$ cat config.mk
export PLATFORM = sky130hd
export DESIGN_NAME = hpf_tx_ctrl
export DESIGN_NICKNAME = d
export VERILOG_FILES = /design/src/design/hpf_pkg.sv /design/src/design/hpf_tx_ctrl.sv /design/src/design/hpf_mem.sv
export SDC_FILE = /design/constraint.sdc
export NUM_CORES = 2
export LEC_CHECK = 0
export BUFFER_PORTS_ARGS = -buffer_cell sky130_fd_sc_hd__buf_2
export CAP_MARGIN = 15
export CELL_PAD_IN_SITES_DETAIL_PLACEMENT = 1
export CELL_PAD_IN_SITES_GLOBAL_PLACEMENT = 2
export CORE_UTILIZATION = 30
export CTS_BUF_LIST = sky130_fd_sc_hd__clkbuf_4 sky130_fd_sc_hd__clkbuf_8 sky130_fd_sc_hd__clkbuf_16
export DETAILED_ROUTE_END_ITERATION = 16
export GPL_TIMING_DRIVEN = 0
export HOLD_SLACK_MARGIN = 0.05
export MAX_ROUTING_LAYER = met4
export PLACE_DENSITY = 0.55
export SLEW_MARGIN = 0
export SYNTH_ARGS = -nofsm -noshare
export SYNTH_HDL_FRONTEND = slang
export SYNTH_SLANG_ARGS = --single-unit
$ cat constraint.sdc
create_clock -name ref_clk_i -period 4 [get_ports ref_clk_i]
set_input_delay 0.2 -clock ref_clk_i [delete_from_list [all_inputs] [get_ports ref_clk_i]]
set_output_delay 0.2 -clock ref_clk_i [all_outputs]
set_load 0.01 [all_outputs]
$ cat src/design/hpf_pkg.sv
// Purpose: constants and types shared by the hdlc transmit fifo block
// Assumes: apb with 32-bit data, one word per register
// Notes: printed offsets are word indices, byte address is four times the index
package hpf_pkg;
   // timing
   localparam int unsigned CLK_PERIOD_NS = 25;
   localparam int unsigned PWRUP_TIME_NS = 1000;
   localparam int unsigned PWRUP_CYCLES = (PWRUP_TIME_NS + CLK_PERIOD_NS - 1) / CLK_PERIOD_NS;
   localparam logic [5:0] PWRUP_CNT = 6'(PWRUP_CYCLES);
   // register indices of port 1, stride between ports
   localparam logic [13:0] IDX_CTRL = 14'h1500;
   localparam logic [13:0] IDX_THRESH = 14'h1501;
   localparam logic [13:0] IDX_TAG = 14'h1502;
   localparam logic [13:0] IDX_BYTE = 14'h1503;
   localparam logic [13:0] IDX_STATE = 14'h1504;
   localparam logic [13:0] IDX_FREE = 14'h1505;
   localparam logic [13:0] IDX_EVENT = 14'h1506;
   localparam logic [13:0] IDX_ENABLE = 14'h1508;
   localparam logic [13:0] PORT_STRIDE = 14'h0020;
   localparam int unsigned ADDR_W = 16;
   localparam int unsigned DATA_W = 32;
   // control bits
   localparam int unsigned CTRL_FIFO_CLEAR = 0;
   localparam int unsigned CTRL_FCS_DISABLE = 1;
   localparam int unsigned CTRL_INVERT = 2;
   localparam int unsigned CTRL_MSB_FIRST = 3;
   localparam int unsigned CTRL_IDLE_FILL = 4;
   localparam int unsigned CTRL_FCS_ERR = 5;
   localparam int unsigned CTRL_START_DIS = 6;
   localparam logic [7:0] CTRL_MASK = 8'h7f;
   localparam logic [7:0] CTRL_RESET = 8'h00;
   localparam logic [7:0] THRESH_MASK = 8'h1f;
   localparam logic [7:0] THRESH_RESET = 8'h08;
   localparam logic [7:0] TAG_MASK = 8'h01;
   // event latch and enable bit positions
   localparam int unsigned EV_SPACE = 0;
   localparam int unsigned EV_EMPTY = 1;
   localparam int unsigned EV_DONE = 3;
   localparam int unsigned EV_UNDER = 4;
   localparam int unsigned EV_OVER = 5;
   localparam logic [7:0] EV_MASK = 8'h3b;
   // fifo geometry
   localparam int unsigned PTR_W = 8;
   localparam int unsigned WORD_W = 9;
   localparam logic [8:0] FIFO_BYTES = 9'h100;
   localparam logic [8:0] THRESH_PLUS = 9'h001;
   // line coding
   localparam logic [7:0] FLAG_OCTET = 8'h7e;
   localparam logic [7:0] ONES_OCTET = 8'hff;
   localparam logic [15:0] CRC_INIT = 16'hffff;
   localparam logic [15:0] CRC_POLY = 16'h8408;
   localparam logic [15:0] CRC_XOROUT = 16'hffff;
   localparam logic [2:0] STUFF_LIMIT = 3'h5;
   localparam logic [2:0] LAST_BIT = 3'h7;
   typedef enum logic [2:0] {
      TX_IDLE,
      TX_OPEN,
      TX_DATA,
      TX_FCS_LO,
      TX_FCS_HI,
      TX_CLOSE
   } hpf_tx_state_t;
endpackage

$ cat src/design/hpf_tx_ctrl.sv
// Purpose: transmit hdlc packet controller with 256-byte fifo, apb registers
// Assumes: bit_req_i pulses at most every second clock; inputs synchronous
// Notes: zero-wait apb slave answering through a registered pready
//
// Chosen here: the APB slave port.
`timescale 1ns/10ps
module hpf_tx_ctrl #(
   parameter int PORT_NUM = 1
) (
   // clock and reset
   input wire logic ref_clk_i,
   input wire logic sys_rst_i,
   input wire logic ce_i,
   // apb slave
   input wire logic [hpf_pkg::ADDR_W-1:0] paddr_i,
   input wire logic psel_i,
   input wire logic penable_i,
   input wire logic pwrite_i,
   input wire logic [hpf_pkg::DATA_W-1:0] pwdata_i,
   output logic [hpf_pkg::DATA_W-1:0] prdata_o,
   output logic pready_o,
   output logic pslverr_o,
   // framer bit stream
   input wire logic bit_req_i,
   output logic tx_bit_o,
   // interrupt
   output logic irq_o
);
   import hpf_pkg::*;

   localparam logic [13:0] PORT_OFS = 14'((PORT_NUM - 1) * PORT_STRIDE);

   function automatic logic addr_hit(input logic [ADDR_W-1:0] a, input logic [13:0] idx);
      addr_hit = (a[1:0] == 2'h0) && (a[ADDR_W-1:2] == idx + PORT_OFS);
   endfunction

   function automatic logic [7:0] bit_rev(input logic [7:0] d);
      for (int i = 0; i < 8; i++) begin
         bit_rev[i] = d[7-i];
      end
   endfunction

   function automatic logic [15:0] crc_step(input logic [15:0] c, input logic b);
      crc_step = (c >> 1) ^ ((c[0] ^ b) ? CRC_POLY : 16'h0000);
   endfunction

   // registers
   logic [7:0] ctrl_q, thresh_q, tag_q, ev_q, en_q;
   logic [7:0] next_ctrl, next_thresh, next_tag, next_ev, next_en, ev_set;
   logic [DATA_W-1:0] next_prdata;
   logic next_pready, next_pslverr, next_irq;
   // fifo state
   logic [PTR_W-1:0] wr_ptr_q, rd_ptr_q, next_wr_ptr, next_rd_ptr;
   logic [8:0] count_q, next_count, free_now;
   logic [7:0] hold_q, next_hold;
   logic hold_tag_q, next_hold_tag, hold_vld_q, next_hold_vld, rd_pend_q, next_rd_pend;
   logic [5:0] pwr_cnt_q, next_pwr_cnt;
   logic clear_d_q, next_clear_d;
   logic full_q, empty_q, space_q, next_full, next_empty, next_space;
   logic [5:0] grp_q, next_grp;
   logic [WORD_W-1:0] rd_word;
   // tx engine
   hpf_tx_state_t st_q, next_st;
   logic [7:0] sh_q, next_sh, fcs_hi_q, next_fcs_hi;
   logic [2:0] cnt_q, next_cnt, ones_q, next_ones;
   logic [15:0] crc_q, next_crc, crc_n, fcs_word;
   logic last_q, next_last, drop_q, next_drop, next_bit;
   logic consume, under_ev, go;

   // decode and controls
   logic setup, acc, wr, clear, ram_on, empty_now, space_now, wr_byte, rd_en, wr_ok;
   logic hit_ctrl, hit_thr, hit_tag, hit_byte, hit_state, hit_free, hit_ev, hit_en;
   assign setup = psel_i && !penable_i;
   assign acc = psel_i && penable_i && pready_o;
   assign wr = acc && pwrite_i;
   assign hit_ctrl = addr_hit(paddr_i, IDX_CTRL);
   assign hit_thr = addr_hit(paddr_i, IDX_THRESH);
   assign hit_tag = addr_hit(paddr_i, IDX_TAG);
   assign hit_byte = addr_hit(paddr_i, IDX_BYTE);
   assign hit_state = addr_hit(paddr_i, IDX_STATE);
   assign hit_free = addr_hit(paddr_i, IDX_FREE);
   assign hit_ev = addr_hit(paddr_i, IDX_EVENT);
   assign hit_en = addr_hit(paddr_i, IDX_ENABLE);
   assign clear = ctrl_q[CTRL_FIFO_CLEAR];
   // ram usable only after power-up count
   assign ram_on = !clear && (pwr_cnt_q == PWRUP_CNT);
   assign wr_byte = wr && hit_byte && ram_on;
   assign wr_ok = wr_byte && (count_q != FIFO_BYTES);
   assign rd_en = ram_on && (count_q != 9'h000) && !hold_vld_q && !rd_pend_q;
   assign empty_now = (count_q == 9'h000);
   assign free_now = FIFO_BYTES - count_q;
   // threshold is eight times level plus one
   assign space_now = free_now >= ({1'b0, thresh_q[4:0], 3'h0} + THRESH_PLUS);

   hpf_mem u_mem (
      .ref_clk_i(ref_clk_i),
      .ce_i(ce_i),
      .pwr_en_i(ram_on),
      .we_i(wr_ok),
      .waddr_i(wr_ptr_q),
      .wdata_i({tag_q[0], pwdata_i[7:0]}),
      .re_i(rd_en),
      .raddr_i(rd_ptr_q),
      .rdata_o(rd_word)
   );

   // register file and bus answer
   always_comb begin
      next_ctrl = ctrl_q;
      next_thresh = thresh_q;
      next_tag = tag_q;
      next_en = en_q;
      next_pready = setup;
      next_pslverr = 1'b0;
      next_prdata = '0;
      if (setup) begin
         next_pslverr = !(hit_ctrl || hit_thr || hit_tag || hit_byte || hit_state
                          || hit_free || hit_ev || hit_en);
         if (!pwrite_i) begin
            if (hit_ctrl) next_prdata[7:0] = ctrl_q;
            if (hit_thr) next_prdata[7:0] = thresh_q;
            if (hit_tag) next_prdata[7:0] = tag_q;
            if (hit_state) next_prdata[7:0] = {5'h00, full_q, empty_q, space_q};
            if (hit_free) next_prdata[7:0] = {2'h0, grp_q};
            if (hit_ev) next_prdata[7:0] = ev_q;
            if (hit_en) next_prdata[7:0] = en_q;
         end
      end
      if (wr && hit_ctrl) next_ctrl = pwdata_i[7:0] & CTRL_MASK;
      if (wr && hit_thr) next_thresh = pwdata_i[7:0] & THRESH_MASK;
      if (wr && hit_tag) next_tag = pwdata_i[7:0] & TAG_MASK;
      if (wr && hit_en) next_en = pwdata_i[7:0] & EV_MASK;
      // write one to clear, a new event wins
      next_ev = ev_q & ~((wr && hit_ev) ? pwdata_i[7:0] : 8'h00);
      next_ev = (next_ev | ev_set) & EV_MASK;
      next_irq = |(ev_q & en_q);
   end

   always_ff @(posedge ref_clk_i) begin
      if (sys_rst_i) begin
         ctrl_q <= CTRL_RESET;
         thresh_q <= THRESH_RESET;
         tag_q <= 8'h00;
         ev_q <= 8'h00;
         en_q <= 8'h00;
         prdata_o <= '0;
         pready_o <= 1'b0;
         pslverr_o <= 1'b0;
         irq_o <= 1'b0;
      end else if (ce_i) begin
         ctrl_q <= next_ctrl;
         thresh_q <= next_thresh;
         tag_q <= next_tag;
         ev_q <= next_ev;
         en_q <= next_en;
         prdata_o <= next_prdata;
         pready_o <= next_pready;
         pslverr_o <= next_pslverr;
         irq_o <= next_irq;
      end
   end

   // fifo pointers, hold stage, status
   always_comb begin
      next_wr_ptr = wr_ptr_q;
      next_rd_ptr = rd_ptr_q;
      next_count = count_q;
      next_hold = hold_q;
      next_hold_tag = hold_tag_q;
      next_hold_vld = hold_vld_q && !consume;
      next_rd_pend = rd_en;
      next_pwr_cnt = pwr_cnt_q;
      next_clear_d = clear;
      ev_set = 8'h00;
      if (clear) begin
         // empty the fifo and power the ram down
         next_wr_ptr = '0;
         next_rd_ptr = '0;
         next_count = 9'h000;
         next_hold_vld = 1'b0;
         next_rd_pend = 1'b0;
         next_pwr_cnt = 6'h00;
      end else begin
         if (pwr_cnt_q != PWRUP_CNT) next_pwr_cnt = pwr_cnt_q + 6'h01;
         if (wr_ok) next_wr_ptr = wr_ptr_q + 8'h01;
         if (rd_en) next_rd_ptr = rd_ptr_q + 8'h01;
         // hold stage still counts as stored, so a byte leaves only when the engine takes it
         next_count = count_q + {8'h00, wr_ok} - {8'h00, consume};
         if (rd_pend_q) begin
            next_hold = rd_word[7:0];
            next_hold_tag = rd_word[8];
            next_hold_vld = 1'b1;
         end
      end
      // overflow on a write to a full fifo
      ev_set[EV_OVER] = wr_byte && (count_q == FIFO_BYTES);
      ev_set[EV_UNDER] = under_ev;
      // marked byte read out of the fifo
      ev_set[EV_DONE] = consume && hold_tag_q && !clear;
      ev_set[EV_EMPTY] = (empty_now && !empty_q) || (clear_d_q && !clear);
      ev_set[EV_SPACE] = (space_now && !space_q) || (clear_d_q && !clear);
      next_full = (count_q == FIFO_BYTES);
      next_empty = empty_now;
      next_space = space_now;
      next_grp = free_now[8:3];
   end

   always_ff @(posedge ref_clk_i) begin
      if (sys_rst_i) begin
         wr_ptr_q <= '0;
         rd_ptr_q <= '0;
         count_q <= 9'h000;
         hold_q <= 8'h00;
         hold_tag_q <= 1'b0;
         hold_vld_q <= 1'b0;
         rd_pend_q <= 1'b0;
         pwr_cnt_q <= 6'h00;
         clear_d_q <= 1'b0;
         full_q <= 1'b0;
         empty_q <= 1'b0;
         space_q <= 1'b0;
         grp_q <= 6'h00;
      end else if (ce_i) begin
         wr_ptr_q <= next_wr_ptr;
         rd_ptr_q <= next_rd_ptr;
         count_q <= next_count;
         hold_q <= next_hold;
         hold_tag_q <= next_hold_tag;
         hold_vld_q <= next_hold_vld;
         rd_pend_q <= next_rd_pend;
         pwr_cnt_q <= next_pwr_cnt;
         clear_d_q <= next_clear_d;
         full_q <= next_full;
         empty_q <= next_empty;
         space_q <= next_space;
         grp_q <= next_grp;
      end
   end

   // transmit engine, one bit per bit_req_i
   always_comb begin
      next_st = st_q;
      next_sh = sh_q;
      next_cnt = cnt_q;
      next_ones = ones_q;
      next_crc = crc_q;
      next_fcs_hi = fcs_hi_q;
      next_last = last_q;
      next_drop = drop_q;
      next_bit = tx_bit_o;
      consume = 1'b0;
      under_ev = 1'b0;
      crc_n = crc_q;
      // error insertion leaves the crc uninverted
      fcs_word = ctrl_q[CTRL_FCS_ERR] ? crc_n : crc_n ^ CRC_XOROUT;
      // no new packet while start disabled
      go = hold_vld_q && !drop_q && !ctrl_q[CTRL_START_DIS];
      if (clear) begin
         next_st = TX_IDLE;
         next_sh = FLAG_OCTET;
         next_cnt = 3'h0;
         next_ones = 3'h0;
         next_drop = 1'b0;
      end else begin
         // bytes of an underflowed packet are thrown away
         if (drop_q && hold_vld_q) begin
            consume = 1'b1;
            if (hold_tag_q) next_drop = 1'b0;
         end
         if (bit_req_i) begin
            if (ones_q == STUFF_LIMIT) begin
               next_bit = ctrl_q[CTRL_INVERT];
               next_ones = 3'h0;
            end else begin
               next_bit = sh_q[0] ^ ctrl_q[CTRL_INVERT];
               next_ones = ((st_q == TX_DATA || st_q == TX_FCS_LO || st_q == TX_FCS_HI)
                            && sh_q[0]) ? ones_q + 3'h1 : 3'h0;
               if (st_q == TX_DATA) crc_n = crc_step(crc_q, sh_q[0]);
               fcs_word = ctrl_q[CTRL_FCS_ERR] ? crc_n : crc_n ^ CRC_XOROUT;
               next_crc = crc_n;
               next_sh = {1'b0, sh_q[7:1]};
               next_cnt = cnt_q + 3'h1;
               if (cnt_q == LAST_BIT) begin
                  case (st_q)
                     TX_OPEN: begin
                        next_sh = ctrl_q[CTRL_MSB_FIRST] ? bit_rev(hold_q) : hold_q;
                        next_last = hold_tag_q;
                        consume = 1'b1;
                        next_crc = CRC_INIT;
                        next_st = TX_DATA;
                     end
                     TX_DATA: begin
                        if (last_q) begin
                           if (ctrl_q[CTRL_FCS_DISABLE]) begin
                              next_sh = FLAG_OCTET;
                              next_st = TX_CLOSE;
                           end else begin
                              next_sh = fcs_word[7:0];
                              next_fcs_hi = fcs_word[15:8];
                              next_st = TX_FCS_LO;
                           end
                        end else if (hold_vld_q && !drop_q) begin
                           next_sh = ctrl_q[CTRL_MSB_FIRST] ? bit_rev(hold_q) : hold_q;
                           next_last = hold_tag_q;
                           consume = 1'b1;
                        end else begin
                           under_ev = 1'b1;
                           next_drop = 1'b1;
                           next_sh = FLAG_OCTET;
                           next_st = TX_CLOSE;
                        end
                     end
                     TX_FCS_LO: begin
                        next_sh = fcs_hi_q;
                        next_st = TX_FCS_HI;
                     end
                     TX_FCS_HI: begin
                        next_sh = FLAG_OCTET;
                        next_st = TX_CLOSE;
                     end
                     default: begin
                        if (go) begin
                           next_sh = FLAG_OCTET;
                           next_st = TX_OPEN;
                        end else begin
                           next_sh = ctrl_q[CTRL_IDLE_FILL] ? ONES_OCTET : FLAG_OCTET;
                           next_st = TX_IDLE;
                        end
                     end
                  endcase
               end
            end
         end
      end
   end

   always_ff @(posedge ref_clk_i) begin
      if (sys_rst_i) begin
         st_q <= TX_IDLE;
         sh_q <= FLAG_OCTET;
         cnt_q <= 3'h0;
         ones_q <= 3'h0;
         crc_q <= CRC_INIT;
         fcs_hi_q <= 8'h00;
         last_q <= 1'b0;
         drop_q <= 1'b0;
         tx_bit_o <= 1'b1;
      end else if (ce_i) begin
         st_q <= next_st;
         sh_q <= next_sh;
         cnt_q <= next_cnt;
         ones_q <= next_ones;
         crc_q <= next_crc;
         fcs_hi_q <= next_fcs_hi;
         last_q <= next_last;
         drop_q <= next_drop;
         tx_bit_o <= next_bit;
      end
   end

   byte_read_zero_a: assert property (@(posedge ref_clk_i) disable iff (sys_rst_i)
      (ce_i && setup && !pwrite_i && hit_byte) |=> (prdata_o == '0))
      else $error("byte register read not zero");
   full_flag_a: assert property (@(posedge ref_clk_i) disable iff (sys_rst_i)
      ce_i |=> (full_q == ($past(count_q) == FIFO_BYTES)) && (empty_q == ($past(count_q) == 0)))
      else $error("full or empty status wrong");
   space_cmp_a: assert property (@(posedge ref_clk_i) disable iff (sys_rst_i)
      ce_i |=> (space_q == ($past(free_now) >= {1'b0, $past(thresh_q[4:0]), 3'h0} + 9'h001)))
      else $error("space status wrong");
   free_grp_a: assert property (@(posedge ref_clk_i) disable iff (sys_rst_i)
      ce_i |=> ({grp_q, 3'h0} <= $past(free_now)) && ($past(free_now) < {grp_q, 3'h0} + 9'h008))
      else $error("free group count wrong");
   overflow_set_a: assert property (@(posedge ref_clk_i) disable iff (sys_rst_i)
      (ce_i && wr_byte && full_q && count_q == FIFO_BYTES) |=> ev_q[EV_OVER] && count_q <= $past(count_q))
      else $error("overflow not latched");
   clear_empty_a: assert property (@(posedge ref_clk_i) disable iff (sys_rst_i)
      (ce_i && clear) |=> (count_q == 0) && !hold_vld_q && st_q == TX_IDLE)
      else $error("fifo clear did not empty");
   powerup_wait_a: assert property (@(posedge ref_clk_i) disable iff (sys_rst_i)
      (ce_i && $fell(clear)) |-> !ram_on [*8])
      else $error("ram used before power-up");
   release_set_a: assert property (@(posedge ref_clk_i) disable iff (sys_rst_i)
      (ce_i && clear_d_q && !clear) |=> ev_q[EV_EMPTY] && ev_q[EV_SPACE])
      else $error("clear release did not set latches");
   sticky_flag_a: assert property (@(posedge ref_clk_i) disable iff (sys_rst_i)
      (ce_i && !(wr && hit_ev)) |=> ((ev_q & $past(ev_q)) == $past(ev_q)))
      else $error("latched flag dropped");
   irq_gate_a: assert property (@(posedge ref_clk_i) disable iff (sys_rst_i)
      ce_i |=> (irq_o == |($past(ev_q) & $past(en_q))))
      else $error("interrupt not gated by enable");
   stuff_zero_a: assert property (@(posedge ref_clk_i) disable iff (sys_rst_i)
      (ce_i && !clear && bit_req_i && ones_q == STUFF_LIMIT) |=> (tx_bit_o == $past(ctrl_q[CTRL_INVERT])))
      else $error("no zero inserted after five ones");
   invert_bit_a: assert property (@(posedge ref_clk_i) disable iff (sys_rst_i)
      (ce_i && !clear && bit_req_i && ones_q != STUFF_LIMIT)
      |=> (tx_bit_o == ($past(sh_q[0]) ^ $past(ctrl_q[CTRL_INVERT]))))
      else $error("output bit inversion wrong");
   start_hold_a: assert property (@(posedge ref_clk_i) disable iff (sys_rst_i)
      (ce_i && ctrl_q[CTRL_START_DIS] && st_q == TX_IDLE) |=> (st_q != TX_OPEN))
      else $error("packet started while disabled");
   done_cov_c: cover property (@(posedge ref_clk_i) disable iff (sys_rst_i) ev_set[EV_DONE]);
   under_cov_c: cover property (@(posedge ref_clk_i) disable iff (sys_rst_i) under_ev);
   fcs_cov_c: cover property (@(posedge ref_clk_i) disable iff (sys_rst_i) st_q == TX_FCS_HI);
   over_cov_c: cover property (@(posedge ref_clk_i) disable iff (sys_rst_i) ev_set[EV_OVER]);
endmodule

$ cat src/design/hpf_mem.sv
// Purpose: 256-word fifo store, byte plus packet-end mark
// Assumes: one write and one read port, read data registered
// Notes: nothing is stored or read while power is off
`timescale 1ns/10ps
module hpf_mem (
   // clock
   input wire logic ref_clk_i,
   input wire logic ce_i,
   input wire logic pwr_en_i,
   // write port
   input wire logic we_i,
   input wire logic [hpf_pkg::PTR_W-1:0] waddr_i,
   input wire logic [hpf_pkg::WORD_W-1:0] wdata_i,
   // read port
   input wire logic re_i,
   input wire logic [hpf_pkg::PTR_W-1:0] raddr_i,
   output logic [hpf_pkg::WORD_W-1:0] rdata_o
);
   import hpf_pkg::*;
   logic [WORD_W-1:0] mem [2**PTR_W];

   always_ff @(posedge ref_clk_i) begin
      if (ce_i && pwr_en_i && we_i) begin
         mem[waddr_i] <= wdata_i;
      end
      if (ce_i && pwr_en_i && re_i) begin
         rdata_o <= mem[raddr_i];
      end
   end
endmodule

# Word level (Yosys, flattened, before mapping)
# Memories as Yosys holds them, arrays and structs flattened. A register that Yosys moved wholly into a read port is not among the register bits.
# Index checks and enable logic that the tools add are counted.
# op_classes
add_sub_neg	9
mul	0
div_mod_pow	0
magnitude_cmp	1
eq_ne	20
shifts	0
n_mux	86
n_bitwise	11
reduce_logical	84
# op_table
cell	count
$mux 8	22
$mux 16	8
$eq 14x13->1 const B	8
$mux 3	14
$logic_and 1x1->1	38
$mux 1	33
$pmux 8 s4	1
$mux 6	3
$add 8x1->8 const B	2
$not 16->16	1
$reduce_and 2->1	8
$xor 15x16->16	1
$and 6x6->6	2
$pmux 3 s4	1
$reduce_bool 2->1	6
$logic_or 1x1->1	11
$logic_not 1->1	10
$add 8x1->9 const B	1
$add 9x1->9	1
$eq 3x3->1 const B	3
$eq 9x9->1 const B	1
$ge 9x9->1	1
$logic_not 9->1	1
$mux 9	1
25 further kinds	33
# word_totals
regBits	130
latch_bits	0
ramBits	2304
mem_bits_ro	0
in_bits	55
out_inout_bits	36
elab_cells	243
n_memories	1
# memory_table
name	depth	word_bits	rd	rd_ports_with_merged_regs	wr	line_no	text
u_mem.mem	256	9	1	1	1	hpf_mem.sv:20	logic [WORD_W-1:0] mem [2**PTR_W];

# Longest topological paths before layout
# logic_depth
word_depth	16
ltp_mapped	18
ltp_nobuf	18

# Cells and area by module
# A second synthesis with hierarchy kept.
# unflattened
hier_cells	5111
hier_area_um2	97005.5
# modules_own_cells
module	n_inst	cells_per_inst	area_per_inst_um2	seq_area_each_um2
hpf_mem	1	4213	89415.8	69456.6
hpf_tx_ctrl	1	898	7589.8	2582.5

# Least setup slack after synthesis
# No wires, ideal clock.
# synth_path
path_type	flip-flop to flip-flop
from	register tag_q[0]
to	register prdata_o[0] (netlist bit)
setup_time_ps	70
t_arrival_ps	4285
required_ps	3930
slack_ps	-355
path_stages_with_launch	5
n_path_buf	0
period_less_slack_ps	4355
path_cell_list	dfxtp_1 o221ai_1 a21oi_1 o21ai_0 a21oi_1
# synth_between
elab_chain_cells	7
# synth_rtl
item	line_no	text
from (decl)	hpf_tx_ctrl.sv:48	logic [7:0] ctrl_q, thresh_q, tag_q, ev_q, en_q;
from (signal assigned)	hpf_tx_ctrl.sv:153	tag_q <= next_tag;
$mux 8	hpf_tx_ctrl.sv:122	if (hit_tag) next_prdata[7:0] = tag_q;
$mux 8	hpf_tx_ctrl.sv:123	if (hit_state) next_prdata[7:0] = {5'h00, full_q, empty_q, space_q};
$mux 8	hpf_tx_ctrl.sv:124	if (hit_free) next_prdata[7:0] = {2'h0, grp_q};
$mux 8	hpf_tx_ctrl.sv:125	if (hit_ev) next_prdata[7:0] = ev_q;
$mux 8	hpf_tx_ctrl.sv:126	if (hit_en) next_prdata[7:0] = en_q;
$mux 8	hpf_tx_ctrl.sv:119	if (!pwrite_i) begin
$mux 8	hpf_tx_ctrl.sv:116	if (setup) begin
to (signal assigned)	hpf_tx_ctrl.sv:156	prdata_o <= next_prdata;
to (decl)	hpf_tx_ctrl.sv:20	output logic [hpf_pkg::DATA_W-1:0] prdata_o,
# Every way passes these cells.
# A chain may end at the register's enable or synchronous reset.

==> impl_metrics.json <==
{
  "routed_wl_microns": 446000,
  "synth_top_family_by_area": "multiplexers",
  "synth_seq_cells": 2442,
  "vdd_drop_max_mv": 0.334,
  "holdPathEnd": "sh_q[7]",
  "fp.dieW_microns": 572,
  "dp_slack_ns": -2.11,
  "synth_top_area_share_pct": 71.4,
  "antenna_found_initial": 57,
  "hpwl_microns": 297000,
  "r2r_slack_ns": -0.29,
  "setup_violations": 14,
  "worst_pin_slew_ns": 1.43,
  "first_pass_iters": 5,
  "fin_setup_tns_ns": -1.71,
  "ant_nets": 0,
  "grt_pass1_vias": 56857,
  "synthSimpleGateAreaFrac_pct": 3.88,
  "status": "finished with violations",
  "cts.clk_slew.worst_paths_ns": 0.06,
  "use_met3_pct": 6.05,
  "cts_htree_levels": 5,
  "synth_xor_area_share_pct": 0.315,
  "muxShareOfSynthArea_pct": 14.3,
  "root_buffer": "clkbuf_16",
  "stdcell_count": 10234,
  "place_congestion": 0.951,
  "crit_required_ns": 4.60,
  "r2r_end": "u_mem.rdata_o[8]",
  "row_count": 208,
  "fillers": 31679,
  "cts_sinks": 2442,
  "cts_tree": "yes",
  "clk_latency_ns": 0.95,
  "path_class": "register to register",
  "synth_area_leader_cell": "edfxtp_1",
  "drive_above_1_share_pct": 27.2,
  "netlist_instances": 5213,
  "cts_made_buffers": 281,
  "finalClockSkew_ns": 0.0713,
  "yosys_warnings": 0,
  "synth_compound_area_share_pct": 4.66,
  "use_met1_pct": 36.7,
  "async_reset_ff_share_pct": 0,
  "drc_errors": 0,
  "dp.cells": 9679,
  "ys_seq_area_share_pct": 74.0,
  "cp-end-kind": "register",
  "leakagePower_nw": 34.5,
  "track_usage_pct": 27.8,
  "grt_overflow_total": 0,
  "synth_fa_ha_area_share_pct": 0.470,
  "met2_usage_pct": 41.6,
  "cap_violations": 0,
  "slew_viol_final": 0,
  "worst_slack_ns": -0.287,
  "drt_iter0_markers": 9187,
  "synth_cell_types": 92,
  "routed_via_density": 5.78,
  "period_needed_ns": 4.29,
  "startpoint_type": "register",
  "rsz0062_at_grt": "true",
  "cts_buffer_depth": 4,
  "area_delta_synth_final_pct": 19.9,
  "critPathMaxFanout": 11,
  "timing.rr.start": "rd_ptr_q[1]",
  "avgSynthCellArea_sq_um": 18.7,
  "synth_area_leaders": "edfxtp_1, mux4_2, mux2i_1, dfxtp_1, nor2_1",
  "hold_start": "ce_i",
  "powerDensity_nw_per_um2": 470,
  "min_path_cells": 4,
  "hold_violations": 0,
  "die_h_microns": 572,
  "synth_ff_type": "edfxtp_1",
  "synth_edf_count": 2313,
  "fin_crit_sh_pct": 107,
  "wire_per_inst_microns": 43.6,
  "relSlewSlack_pct": 4.58,
  "violations": "negative setup slack",
  "grt_max_degree": 145,
  "initial_core_util_pct": 30.2,
  "coreArea_sq_um": 322000,
  "synth_area_sq_um": 97300,
  "ff2ff_path_depth": 10,
  "globalRoute.busiestLayer": "met2",
  "clock.fmax_mhz": 233,
  "crit_arrival_ns": 4.89,
  "portBuffers": 39,
  "grt_pass1_wl_microns": 576000,
  "finalNetCount": 5787,
  "hold_class": "input port to register",
  "die-area_sq_um": 327000,
  "vias": 59202,
  "io_pins": 91
}
## worst max-delay path: stages, from the launching register on
cell and delay (ns):
dfxtp_1 0.34, buf_4 0.29, buf_6 0.33, buf_6 0.42, buf_6 0.41, mux4_2 0.39, a22oi_1 0.45, nand2_1 0.20
o21ai_0 0.53, nor3_1 0.11, and4bb_2 0.36
## per-layer routing
| layer | up-vias | part of all wire, % |
|---|---|---|
| li1 | 22251 | - |
| met1 | 32576 | 41 |
| met2 | 3596 | 45 |
| met3 | 779 | 9.5 |
| met4 | 0 | 4.6 |
| met5 | - | 0 |
## worst max path at each step
stage,slack (ns),start,to,cells after the start
CTS,-0.17,pwr_cnt_q[0],u_mem.mem[190][8],11
global route,-0.15,pwr_cnt_q[0],u_mem.mem[137][3],11
detailed placement,-2.11,rd_ptr_q[3],u_mem.rdata_o[7],10
floorplan,0.33,count_q[1],count_q[8],18
finish,-0.29,rd_ptr_q[1],u_mem.rdata_o[8],10
global placement,-3.74,rd_ptr_q[2],u_mem.rdata_o[4],9
## stage by stage
stage	instance area (sq um)	utilization (%)	power (mW)	hold WS, ns
3_5_place_dp	105000	32.6	29.1	0.457
4_1_cts	116000	36.1	55.0	0.0749
5_1_grt	117000	36.2	55.9	0.134
3_3_place_gp	103000	32.0	29.1	0.450
2_1_floorplan	97400	-	28.6	0.299
6_report	117000	36.2	54.8	0.128
## registers in the layout, indices dropped and copies added, names as in the netlist, 6 cells and up
name           cells
rd_ptr_q           8
wr_ptr_q           8
fcs_hi_q           8
crc_q             16
grp_q              6
sh_q               8
ctrl_q             7
hold_q             8
count_q            9
u_mem.rdata_o      9
prdata_o           7
pwr_cnt_q          6
u_mem.mem       2304
## kinds of logic after synthesis
group / Yosys count
flip-flops: 2442
other: 1
buffers and inverters: 376
multiplexers: 808
XOR/XNOR: 35
adder cells (fa/ha/maj): 36
AO/OA/AOI/OAI: 674
AND/OR/NAND/NOR: 841
## cell usage in the layout, fill, tap and decap left out, types with 26 or more instances in the layout
cell and n:
clkinv_1 50, inv_1 35, buf_16 36, nor2_1 282, nand2_1 185, clkbuf_2 48, buf_8 58, a31oi_1 26
clkbuf_4 81, buf_2 52, clkbuf_16 288, buf_4 71, buf_12 51, mux2i_1 328, clkinv_2 41, a22oi_1 77
a21oi_1 169, o22ai_1 68, nor2_2 97, clkbuf_1 62, dfxtp_1 122, nor2_4 61, o21ai_0 74, o221ai_1 103
nand3_1 42, dlygate4sd3_1 32, buf_6 70, ha_1 30, mux4_2 462, edfxtp_1 2313
## cells in the mapped netlist, drive strengths merged, types with 35 or more instances
| master | n |
|---|---|
| dfxtp | 129 |
| o221ai | 108 |
| o22ai | 72 |
| inv | 42 |
| a21oi | 177 |
| mux4 | 465 |
| buf | 188 |
| nor3 | 36 |
| nor2 | 440 |
| ha | 35 |
| nand2 | 189 |
| edfxtp | 2313 |
| clkbuf | 146 |
| nand3 | 46 |
| a22oi | 78 |
| mux2i | 333 |
| o21ai | 83 |
## final cells by class
| cell class | count | area, sq um | area share, % |
|---|---|---|---|
| multi-input cells | 2419 | 24300 | 20.9 |
| well taps | 4305 | 5390 | 4.62 |
| clock inverters | 142 | 1510 | 1.29 |
| plain buffers | 330 | 3040 | 2.61 |
| inverters | 42 | 169 | 0.145 |
| flip-flops and latches | 2442 | 72100 | 61.8 |
| diodes | 25 | 62.6 | 0.0536 |
| clock buffers | 349 | 7680 | 6.58 |
| repair buffers | 180 | 2450 | 2.10 |
## power by group
part	leakage, nW	internal [mW]	switching (mW)
Sequential	21.3	27.9	0.00959
Clock	4.56	15.1	11.1
Combinational	8.70	0.125	0.537
Total	34.5	43.2	11.7
## repair_timing
item / 4_1_cts / 5_1_grt
hold buffers: 32 / 0
buffers inserted: 4 / 2
pin swaps: 12 / 9
resized for setup: 497 / 86
setup endpoints to repair: 1985 / 1275
hold endpoints to repair: 897 / 0
No activity file was read; power rests on OpenSTA's default activity.
